## src/intvec_pkg.sv

```systemverilog
/*
  Constants for the interrupt vector map: widths, table geometry and the
  vector number of every implemented source, listed in natural order.
  Assumes flag and enable bit n and priority field n belong to IRQ n.
*/
package intvec_pkg;
  localparam int NUM_SRC = 38;     // Implemented sources
  localparam int WORD_W = 16;      // Width of every flag, enable and priority word
  localparam int FLAG_WORDS = 4;   // Flag and enable words
  localparam int PRIO_WORDS = 15;  // Priority words
  localparam int FLAG_BITS = FLAG_WORDS * WORD_W;
  localparam int PRIO_BITS = PRIO_WORDS * WORD_W;
  localparam int PRIO_W = 3;       // Priority field width
  localparam int PRIO_STRIDE = 4;  // Priority field spacing per IRQ, in bits
  localparam int VEC_W = 7;
  localparam int IRQ_W = 6;
  localparam int ADDR_W = 24;
  localparam int SRC_W = 6;
  localparam logic [VEC_W-1:0] VEC_BASE = 7'h08;           // Vector of IRQ 0
  localparam logic [ADDR_W-1:0] TABLE_BASE = 24'h000004;   // Table address of vector 0
  localparam logic [ADDR_W-1:0] ADDR_STEP = 24'h000002;    // Bytes per table entry

  // Source indices of the variant-dependent and checked sources
  localparam int SRC_EXT_ZERO = 0;
  localparam int SRC_BUS_NODE_RX = 30;
  localparam int SRC_BUS_NODE_EVT = 31;
  localparam int SRC_PWM_MATCH = 37;

  typedef logic [VEC_W-1:0] vec_t;

  // Vector numbers in natural order; lower index wins ties
  localparam vec_t SRC_VECTOR [NUM_SRC] = '{
    7'h08, 7'h09, 7'h0A, 7'h0B, 7'h0C, 7'h0D, 7'h0E, 7'h0F,  // ext0 .. timer2
    7'h10, 7'h11, 7'h12, 7'h13, 7'h14, 7'h15, 7'h16,         // timer3 .. dma1
    7'h18, 7'h19, 7'h1A, 7'h1B, 7'h1C,                       // two-wire 1 .. ext1
    7'h20, 7'h21, 7'h22, 7'h23, 7'h24, 7'h25, 7'h26, 7'h27,  // dma_channel_two_req .. async 2 tx
    7'h28, 7'h29, 7'h2A, 7'h2B, 7'h2C, 7'h2D, 7'h2E,         // serial 2 .. capture 4
    7'h39, 7'h3A, 7'h41                                      // two-wire 2, pwm match
  };

  // IRQ number of a vector
  function automatic logic [IRQ_W-1:0] irq_of(input vec_t vec);
    vec_t diff;
    diff = vec - VEC_BASE;
    return diff[IRQ_W-1:0];
  endfunction : irq_of

  // Vector-table address of a vector
  function automatic logic [ADDR_W-1:0] addr_of(input vec_t vec);
    return TABLE_BASE + ADDR_STEP * {{(ADDR_W-VEC_W){1'b0}}, vec};
  endfunction : addr_of
endpackage : intvec_pkg
```

## src/interrupt_vector_map.sv

```systemverilog
/*
  Interrupt vector map: pending flags per source, enable and priority
  gating, and an arbiter presenting the winning vector to the core.
  Assumes source events, enables, priorities and clears come from logic
  on core_clk, so none of them is synchronised.
*/
// Overview of operation
// RULE1 - External request zero: vector 8, 0x000014
// RULE2 - Capture one: vector 9, 0x000016
// RULE3 - Compare one: vector 10, 0x000018
// RULE4 - DMA channel zero: vector 12, 0x00001C
// RULE5 - Serial port one error 17, done 18
// RULE6 - Async port one receive: vector 19
// RULE7 - Async port one transmit: vector 20
// RULE8 - Converter done: vector 21, 0x00002E
// RULE9 - Two-wire one slave: vector 24
// RULE10 - Two-wire one master: vector 25
// RULE11 - Comparator events combined: vector 26
// RULE12 - Pin change: vector 27, 0x00003A
// RULE13 - External one vector 28; 29-31 reserved
// RULE14 - DMA channel two: vector 32, 0x000044
// RULE15 - External request two: vector 37
// RULE16 - Async port two: vectors 38, 39
// RULE17 - Bus node variant: vectors 42, 43
// RULE18 - DMA channel three: vector 44, 0x00005C
// RULE19 - Capture three, four: vectors 45, 46
// RULE20 - Two-wire two slave 57; 47-56 reserved
// RULE21 - Two-wire two master 58; 59-64 reserved
// RULE22 - PWM variant: special match vector 65
// RULE23 - Equal priority: lowest vector wins
// RULE24 - Request needs flag, enable, nonzero priority
`timescale 1ns/1ps
module interrupt_vector_map #(
  parameter bit HAS_BUS_NODE = 1'b1,  // Variant has the bus node module
  parameter bit HAS_PWM = 1'b1        // Variant has motor-control PWM
) (
  input wire logic core_clk,                                         // System clock, 10 MHz
  input wire logic reset,                                            // Sync reset, active high
  input wire logic [intvec_pkg::NUM_SRC-1:0] src_event,              // Source event pulses
  input wire logic [intvec_pkg::WORD_W-1:0] request_enable_word_0,   // Enables IRQ 0-15
  input wire logic [intvec_pkg::WORD_W-1:0] request_enable_word_1,   // Enables IRQ 16-31
  input wire logic [intvec_pkg::WORD_W-1:0] request_enable_word_2,   // Enables IRQ 32-47
  input wire logic [intvec_pkg::WORD_W-1:0] request_enable_word_3,   // Enables IRQ 48-63
  input wire logic [intvec_pkg::PRIO_BITS-1:0] priority_words,       // Priority words 0-14
  input wire logic [intvec_pkg::FLAG_BITS-1:0] flag_clear,           // Software clear per IRQ
  input wire logic core_ack,                                         // Core takes the vector
  output logic [intvec_pkg::WORD_W-1:0] pending_flag_word_0,         // Flags IRQ 0-15
  output logic [intvec_pkg::WORD_W-1:0] pending_flag_word_1,         // Flags IRQ 16-31
  output logic [intvec_pkg::WORD_W-1:0] pending_flag_word_2,         // Flags IRQ 32-47
  output logic [intvec_pkg::WORD_W-1:0] pending_flag_word_3,         // Flags IRQ 48-63
  output logic req_valid,                                            // A request is presented
  output logic [intvec_pkg::VEC_W-1:0] req_vector,                   // Winning vector number
  output logic [intvec_pkg::IRQ_W-1:0] req_irq,                      // Winning IRQ number
  output logic [intvec_pkg::ADDR_W-1:0] req_address,                 // Winning table address
  output logic [intvec_pkg::PRIO_W-1:0] req_level                    // Winning priority
);
  import intvec_pkg::*;

  logic [FLAG_BITS-1:0] flag_reg;
  logic [FLAG_BITS-1:0] enable_all;
  logic [NUM_SRC-1:0] src_avail;
  logic [NUM_SRC-1:0] src_taken;
  logic win_found;
  logic [SRC_W-1:0] win_idx;
  logic [PRIO_W-1:0] win_lvl;
  logic req_valid_reg;
  logic [SRC_W-1:0] req_idx_reg;
  logic [VEC_W-1:0] req_vector_reg;
  logic [IRQ_W-1:0] req_irq_reg;
  logic [ADDR_W-1:0] req_address_reg;
  logic [PRIO_W-1:0] req_level_reg;

  // Parameters are single bits, so only the flag and priority geometry can be wrong
  if (FLAG_BITS < PRIO_BITS / PRIO_STRIDE) begin : g_geometry_bad
    $error("flag and priority geometry disagree");
  end

  assign enable_all = {request_enable_word_3, request_enable_word_2,
                       request_enable_word_1, request_enable_word_0};
  assign pending_flag_word_0 = flag_reg[WORD_W-1:0];
  assign pending_flag_word_1 = flag_reg[2*WORD_W-1:WORD_W];
  assign pending_flag_word_2 = flag_reg[3*WORD_W-1:2*WORD_W];
  assign pending_flag_word_3 = flag_reg[4*WORD_W-1:3*WORD_W];

  // Availability per source and the source cleared by the core this cycle
  genvar g;
  generate
    for (g = 0; g < NUM_SRC; g++) begin : g_src
      if (g == SRC_BUS_NODE_RX || g == SRC_BUS_NODE_EVT) begin : g_bus
        // RULE17 variant-only sources
        assign src_avail[g] = HAS_BUS_NODE;
      end else if (g == SRC_PWM_MATCH) begin : g_pwm
        // RULE22 variant-only source
        assign src_avail[g] = HAS_PWM;
      end else begin : g_std
        assign src_avail[g] = 1'b1;
      end
      assign src_taken[g] = core_ack && req_valid_reg && (req_idx_reg == SRC_W'(g));
    end
  endgenerate

  // Flags: event sets, software or core acknowledge clears, set wins
  always_ff @(posedge core_clk) begin
    if (reset) begin
      flag_reg <= '0;
    end else begin
      for (int i = 0; i < NUM_SRC; i++) begin
        // RULE13 only mapped IRQs own flags, reserved stay zero
        flag_reg[irq_of(SRC_VECTOR[i])] <= (src_event[i] && src_avail[i]) ||
          (flag_reg[irq_of(SRC_VECTOR[i])] && !flag_clear[irq_of(SRC_VECTOR[i])] &&
           !src_taken[i]);
      end
    end
  end

  // Arbiter: highest level wins, ascending scan keeps lowest vector on ties
  always_comb begin
    logic [IRQ_W-1:0] irq;
    logic [PRIO_W-1:0] lvl;
    irq = '0;
    lvl = '0;
    win_found = 1'b0;
    win_idx = '0;
    win_lvl = '0;
    for (int i = 0; i < NUM_SRC; i++) begin
      irq = irq_of(SRC_VECTOR[i]);
      lvl = priority_words[PRIO_STRIDE*irq +: PRIO_W];
      // RULE24 flag, enable and nonzero priority all needed
      // RULE23 strict compare keeps the earlier vector
      if (flag_reg[irq] && enable_all[irq] && lvl != '0 && !src_taken[i] &&
          lvl > win_lvl) begin
        win_found = 1'b1;
        win_idx = i[SRC_W-1:0];
        win_lvl = lvl;
      end
    end
  end

  // Presented request, registered; vector, IRQ and address from the table
  always_ff @(posedge core_clk) begin
    if (reset) begin
      req_valid_reg <= 1'b0;
      req_idx_reg <= '0;
      req_vector_reg <= '0;
      req_irq_reg <= '0;
      req_address_reg <= '0;
      req_level_reg <= '0;
    end else begin
      req_valid_reg <= win_found;
      req_idx_reg <= win_idx;
      req_level_reg <= win_lvl;
      // RULE1 RULE2 RULE3 RULE4 RULE5 RULE6 RULE7 table lookup
      // RULE8 RULE9 RULE10 RULE11 RULE12 RULE14 RULE15 table lookup
      // RULE16 RULE18 RULE19 RULE20 RULE21 table lookup
      req_vector_reg <= win_found ? SRC_VECTOR[win_idx] : '0;
      req_irq_reg <= win_found ? irq_of(SRC_VECTOR[win_idx]) : '0;
      req_address_reg <= win_found ? addr_of(SRC_VECTOR[win_idx]) : '0;
    end
  end

  assign req_valid = req_valid_reg;
  assign req_vector = req_vector_reg;
  assign req_irq = req_irq_reg;
  assign req_address = req_address_reg;
  assign req_level = req_level_reg;

  // Every available source event shows as a flag one cycle later
  generate
    for (g = 0; g < NUM_SRC; g++) begin : g_set_chk

    end
  endgenerate
endmodule : interrupt_vector_map

```

## config.mk

```make
export PLATFORM = sky130hd
export DESIGN_NAME = interrupt_vector_map
export DESIGN_NICKNAME = d
export VERILOG_FILES = /design/src/intvec_pkg.sv /design/src/interrupt_vector_map.sv
export SDC_FILE = /design/constraint.sdc
export NUM_CORES = 1
export LEC_CHECK = 0
export CAP_MARGIN = 20
export CORE_AREA = 2 2 202 204
export CTS_CLUSTER_SIZE = 30
export DETAILED_ROUTE_END_ITERATION = 6
export DIE_AREA = 0 0 204 206
export DONT_BUFFER_PORTS = 1
export GPL_TIMING_DRIVEN = 0
export SLEW_MARGIN = 10
export SYNTH_ARGS = -nofsm -noshare
export SYNTH_HDL_FRONTEND = slang
export SYNTH_SLANG_ARGS = --single-unit
```

## constraint.sdc

```tcl
create_clock -name core_clk -period 93.4 [get_ports core_clk]
set_input_delay 14.01 -clock core_clk [delete_from_list [all_inputs] [get_ports core_clk]]
set_output_delay 14.01 -clock core_clk [all_outputs]
set_load 0.1 [all_outputs]
```

Yosys cells after proc, flatten, opt, wreduce, memory -nomap -nowiden
Memory sizes are Yosys's and may differ from the RTL's.
Cells that the tools add are included.
{"block": "word_totals", "rom_bits": 448, "word_cells": 624, "out_inout_bits": 105, "ff_bits": 85, "memories": 1}
{"block": "classes", "addsub": 2, "n_reduce_logical": 421, "n_lt_le_gt_ge": 39, "muxes": 115, "eq_ne": 37, "bitwise": 2}
{"name": "(name not given)", "words": 64, "word_bits": 7, "read_ports": 1, "rd_ports_with_merged_regs": 0, "wr": 0, "line_no": "interrupt_vector_map.sv:157", "source": "req_address_reg <= win_found ? addr_of(SRC_VECTOR[win_idx]) : '0;"}
{"operator": "$logic_and 1x1->1", "count": 267}
{"operator": "$mux 6", "count": 27}
{"operator": "$mux 3", "count": 42}
{"operator": "$reduce_bool 3->1", "count": 38}
{"operator": "$gt 3x3->1", "count": 37}
{"operator": "$eq 6x5->1 const B", "count": 16}
{"operator": "$logic_not 1->1", "count": 76}
{"operator": "$eq 6x4->1 const B", "count": 8}
{"operator": "$mux 1", "count": 39}
{"operator": "$logic_or 1x1->1", "count": 38}
{"operator": "$eq 6x6->1 const B", "count": 6}
{"operator": "$eq 6x3->1 const B", "count": 4}
{"operator": "$mux 7", "count": 2}
{"operator": "$eq 6x2->1 const B", "count": 2}
{"operator": "$mux 4", "count": 3}
{"operator": "$add 3x8->9 const A", "count": 1}
{"operator": "$ge 7x7->1 const B", "count": 1}
{"operator": "$not 6->7", "count": 1}
{"operator": "$eq 6x1->1 const B", "count": 1}
{"operator": "$logic_not 6->1", "count": 1}
{"operator": "$sub 6x4->6 const B", "count": 1}
{"operator": "$mux 2", "count": 2}
{"operator": "$gt 3x1->1 const B", "count": 1}
{"operator": "$reduce_or 2->1", "count": 1}
{"operator": "$not 1->1", "count": 1}

Depth between registers and ports, before layout
{"block": "depth", "ltp_word": 122, "mapped_depth": 287, "ltp_nobuf": 282}

Least setup slack after synthesis
OpenSTA, ideal clock, no wires.
{"block": "synth_path", "path_type": "input to register", "startpoint": "input core_ack", "endpoint": "register req_address_reg[6], in the netlist req_address[6]", "arrival_ns": 63.733, "path_buffers": 5, "cell_stages": 276, "setup_slack_ns": 29.549, "cell_sequence": "and4bb_1 -> buf_2 -> a21oi_1 -> and2_1 -> inv_1 -> ha_1 -> nand3_1 -> o211ai_1 -> or3_1 -> buf_2 -> o21ai_0 -> ha_1 -> nor2_1 -> o21a_1 -> o32a_1 -> nor2_1 -> a21o_1 -> inv_1 -> [240 not listed] -> ha_1 -> nand3_1 -> o311ai_0 -> nor3_1 -> clkbuf_1 -> nor2_1 -> nand2_1 -> inv_1 -> ha_1 -> mux2_2 -> mux2_2 -> o21a_1 -> o21bai_1 -> inv_1 -> ha_1 -> nand2_1 -> xnor2_1 -> nor2_1"}
{"block": "synth_via", "elab_chain_len": 122, "elab_cells_between_ends": 309, "cone_classes": "add/sub (1); order compare (37); mux (114); bitwise (2); reduce/logical (154); memory (1)"}
{"item": "start, declared", "line_no": "interrupt_vector_map.sv:46", "source": "input wire logic core_ack,"}
{"item": "$logic_and 1x1->1 *", "line_no": "interrupt_vector_map.sv:98", "source": "assign src_taken[g] = core_ack && req_valid_reg && (req_idx_reg == SRC_W'(g));"}
{"item": "$logic_and 1x1->1", "line_no": "interrupt_vector_map.sv:98"}
{"item": "$logic_not 1->1", "line_no": "interrupt_vector_map.sv:130", "source": "if (flag_reg[irq] && enable_all[irq] && lvl != '0 && !src_taken[i] &&"}
{"item": "$logic_and 1x1->1 (2 in a row)", "line_no": "interrupt_vector_map.sv:130"}
{"item": "$mux 3", "line_no": "interrupt_vector_map.sv:130"}
{"item": "$gt 3x3->1", "line_no": "interrupt_vector_map.sv:131", "source": "lvl > win_lvl) begin"}
{"item": "$logic_and 1x1->1", "line_no": "interrupt_vector_map.sv:130"}
{"item": "$mux 3", "line_no": "interrupt_vector_map.sv:130"}
{"item": "[105 not listed]"}
{"item": "$gt 3x3->1", "line_no": "interrupt_vector_map.sv:131"}
{"item": "$logic_and 1x1->1", "line_no": "interrupt_vector_map.sv:130"}
{"item": "$mux 6 *", "line_no": "interrupt_vector_map.sv:130"}
{"item": "named net win_idx[1]", "line_no": "interrupt_vector_map.sv:64", "source": "logic [SRC_W-1:0] win_idx;"}
{"item": "$not 6->7 (not written as such) *", "line_no": "interrupt_vector_map.sv:157"}
{"item": "$mem_v2 64x7 *"}
{"item": "$mux 7 (not written as such) * (2 in a row)", "line_no": "interrupt_vector_map.sv:157"}
{"item": "$add 3x8->9 *", "line_no": "intvec_pkg.sv:50", "source": "return TABLE_BASE + ADDR_STEP * {{(ADDR_W-VEC_W){1'b0}}, vec};"}
{"item": "end signal, assigned", "line_no": "interrupt_vector_map.sv:157"}
{"item": "end, declared", "line_no": "interrupt_vector_map.sv:70", "source": "logic [ADDR_W-1:0] req_address_reg;"}
Mark *: on every way through the listed nets, which the timed path passes. The rest lies on a longest branch. The select of a mux whose other input is x is not followed.
A chain may end at the register's enable or synchronous reset.

Worst setup path in the final report
{"block": "layout_path", "startpoint": "input core_ack", "endpoint": "register req_address_reg[8], in the netlist req_address[8]"}
The elaborated chain is that of the path after synthesis.

==> flow_metrics.py <==
metrics = {
    "clocking": {
        "htree_num_levels": 3,
        "clkLatencyLatePin_ns": 0.38,
        "numClockSinks": 65,
        "postCtsHoldBufs": 0,
        "post-cts-setup-buffer-count": 0,
        "clockRootBuffer": "clkbuf_16",
        "clk_path_buf_depth": 2,
        "cts_buffers": 9,
        "cts_tree": "yes",
        "post_cts_resized": 0,
        "clkTransAtPathRegs_ns": 0.07,
    },
    "power": {
        "power_density_mw_per_mm2": 24.3,
        "p_sw_uw": 149,
        "p_int_uw": 107,
        "switching_share": 0.581,
        "combPwrFrac": 0.605,
        "pwr-share-seq": 0.257,
        "p_leak_uw": 0.00452,
        "clkPwrFrac": 0.137,
        "ir_worst_vdd_mv": 0.0259,
    },
    "worst_setup_path": {
        "required_ns": 93.61,
        "crit_buf_inv": 11,
        "critPathLaunchType": "primary input",
        "rr_startpoint": "flag_reg[0]",
        "cp_common_cell": "nor2_1",
        "crit_type": "in -> reg",
        "crit_path_top_delay_cell": "o32ai_1",
        "cpPeakStageDelay_ns": 0.71,
        "crit_fanout": 10,
        "critical_path_arrival_ns": 72.39,
        "r2r_end": "req_address[8]",
        "worst-r2r-cell-count": 272,
        "endpoint_kind": "flop",
        "r2r_slack_ns": 34.04,
        "crit_family": "compound AO/OA/AOI/OAI gates",
    },
    "yosys": {
        "synth_warnings": 0,
        "synth_most_common_cell": "nor2_1",
        "syn_avg_cell_area_um2": 6.70,
        "synth_cell_types": 109,
        "yosysSeqAreaShare": 0.138,
        "synth_seq_cells": 65,
        "syn_inst": 1404,
        "ys.flop_type": "dfxtp_1",
        "synth_edf_count": 0,
        "synth_commonest_cells": "nor2_1 (253), nand2_1 (122), inv_1 (115), o21ai_0 (84), a21oi_1 (79)",
        "async_flop_share": 0,
        "synth.top_cell.area_share": 0.138,
        "synth_area_leaders": "dfxtp_1 (14%), nor2_1 (10%), ha_1 (7.1%), nand2_1 (4.9%), inv_1 (4.6%)",
        "synth_largest_area_cell": "dfxtp_1",
        "synth_area_mm2": 0.00941,
    },
    "cells_and_area": {
        "nFillCells": 4463,
        "syn_to_final_growth_pct": 12.4,
        "seq_area_mm2": 0.00130,
        "multi_input_area_mm2": 0.00736,
        "final_nets": 1921,
        "largest_reg_flops": 38,
        "finish.instance_area_mm2": 0.0106,
        "layout-drive-gt1-share": 0.100,
    },
    "timing": {
        "fin_crit_sh": 0.773,
        "finClkSkew_ns": 0.0153,
        "hold_viol": 0,
        "finalCriticalPeriod_ns": 72.18,
        "whs_ns": 0.842,
        "rsz0062_at_grt": "no",
        "setup-violations-final": 0,
        "relSlewSlack": 0.233,
        "tightestPinTransition_ns": 1.15,
        "maxSlewViolCount": 0,
        "fmax_mhz": 13.9,
        "tns_ns": 0,
    },
    "placed_design": {
        "dpl_cell_area_mm2": 0.0103,
        "portBuffers": 0,
        "gp_congestion": 0.942,
        "dp_hpwl_um": 34800,
    },
    "worst_hold_path": {
        "worstHoldPathType": "reg -> reg",
        "whs_endpoint": "flag_reg[0]",
        "hold_path_depth": 5,
        "min_from": "req_idx_reg[2]",
    },
    "die": {
        "dieArea_mm2": 0.0420,
        "num_io_pins": 514,
        "rows": 74,
        "core_mm2": 0.0402,
        "die_y_um": 206,
        "die_w_um": 204,
        "start_util": 0.234,
    },
    "global_route": {
        "track_usage": 0.185,
        "grt_pass1_wl_um": 57200,
        "grt_pass1_vias": 9470,
        "grt_overflow": 0,
        "grt_max_degree": 14,
        "antenna_found_initial": 12,
    },
    "routing": {
        "drcViolationCount": 0,
        "drt_iter0_drc": 750,
        "drtAntennaViolNets": 0,
        "via_per_inst": 5.34,
        "drt_wl_total_um": 40700,
        "dr.pass1.iters": 7,
        "vias": 10700,
        "wl_per_cell_um": 20.4,
    },
    "status": {
        "status": "completed",
    },
    "job": {
        "cap_viol_max_count": 0,
    },
}
==> cells in the final DEF (no fill, tap or decap), drive strengths merged, types with 17 or more instances in the layout <==
master / count
a211oi: 17
a21o: 25
a21oi: 81
a31oi: 30
and2: 32
and3: 21
buf: 61
clkbuf: 24
conb: 42
dfxtp: 65
ha: 53
inv: 120
nand2: 122
nand3: 40
nor2: 255
nor3: 31
nor4: 17
o211ai: 22
o21a: 27
o21ai: 95
or3: 17
==> tightest hold or removal path, stage by stage, from the launching register on <==
cell and delay, ns:
dfxtp_1 0.35, buf_4 0.17, nor4_1 0.08, nand2_1 0.07, a31oi_1 0.08, nor2_1 0.07
==> how the worst max path moves through the flow <==
stage	from	end	cells past startpoint
after floorplan	core_ack	req_address[6]	276
after global placement	core_ack	req_address[6]	273
after detailed placement	core_ack	req_address[6]	273
after CTS	core_ack	req_address[6]	273
after global routing	core_ack	req_address[6]	274
final	core_ack	req_address[8]	273
==> metrics by stage <==
step / power [µW] / utilization / setup slack (ns) / cells
after floorplan: 181 / - / 29.55 / 1445
after global placement: 217 / 0.254 / 22.86 / 1977
after detailed placement: 220 / 0.255 / 21.61 / 1979
after CTS: 258 / 0.263 / 21.84 / 1995
after global routing: 276 / 0.263 / 16.22 / 1998
final: 257 / 0.263 / 21.22 / 2001
==> cell families after synthesis <==
logic type      count (synthesis)  synth area share
fa+ha+maj                      61            0.0790
other cells                     1          0.000399
flops                          65             0.138
compound gates                454             0.349
buf+inv                       188            0.0958
xor+xnor                        3           0.00279
mux                            22            0.0255
simple gates                  610             0.309
==> layout make-up <==
class / count / share of cell area
inverter: 116 / 0.0412
buffer: 72 / 0.0440
clock inverter: 6 / 0.00450
clock buffer: 10 / 0.0226
sequential: 65 / 0.123
timing repair buffer: 3 / 0.00414
multi-input combinational: 1192 / 0.696
antenna: 5 / 0.00118
tap: 532 / 0.0630
==> power by group through the flow <==
stage	combinational [µW]	clock [µW]	sequential (µW)
final	155	35.2	66.0
after global routing	171	37.6	66.7
after CTS	155	37.0	66.2
after detailed placement	154	0	66.6
after global placement	150	0	67.4
after floorplan	117	0	64.4
==> routing by layer <==
| layer | routed length (µm) | part of all wire | track usage |
|---|---|---|---|
| met1 | 17100 | 0.42 | 0.229 |
| met2 | 17900 | 0.44 | 0.292 |
| met3 | 4400 | 0.11 | 0.0634 |
| met5 | 55 | 0.0014 | 0 |
| met4 | 1280 | 0.032 | 0.0745 |
Note: power is estimated with default switching activity, not from simulation.
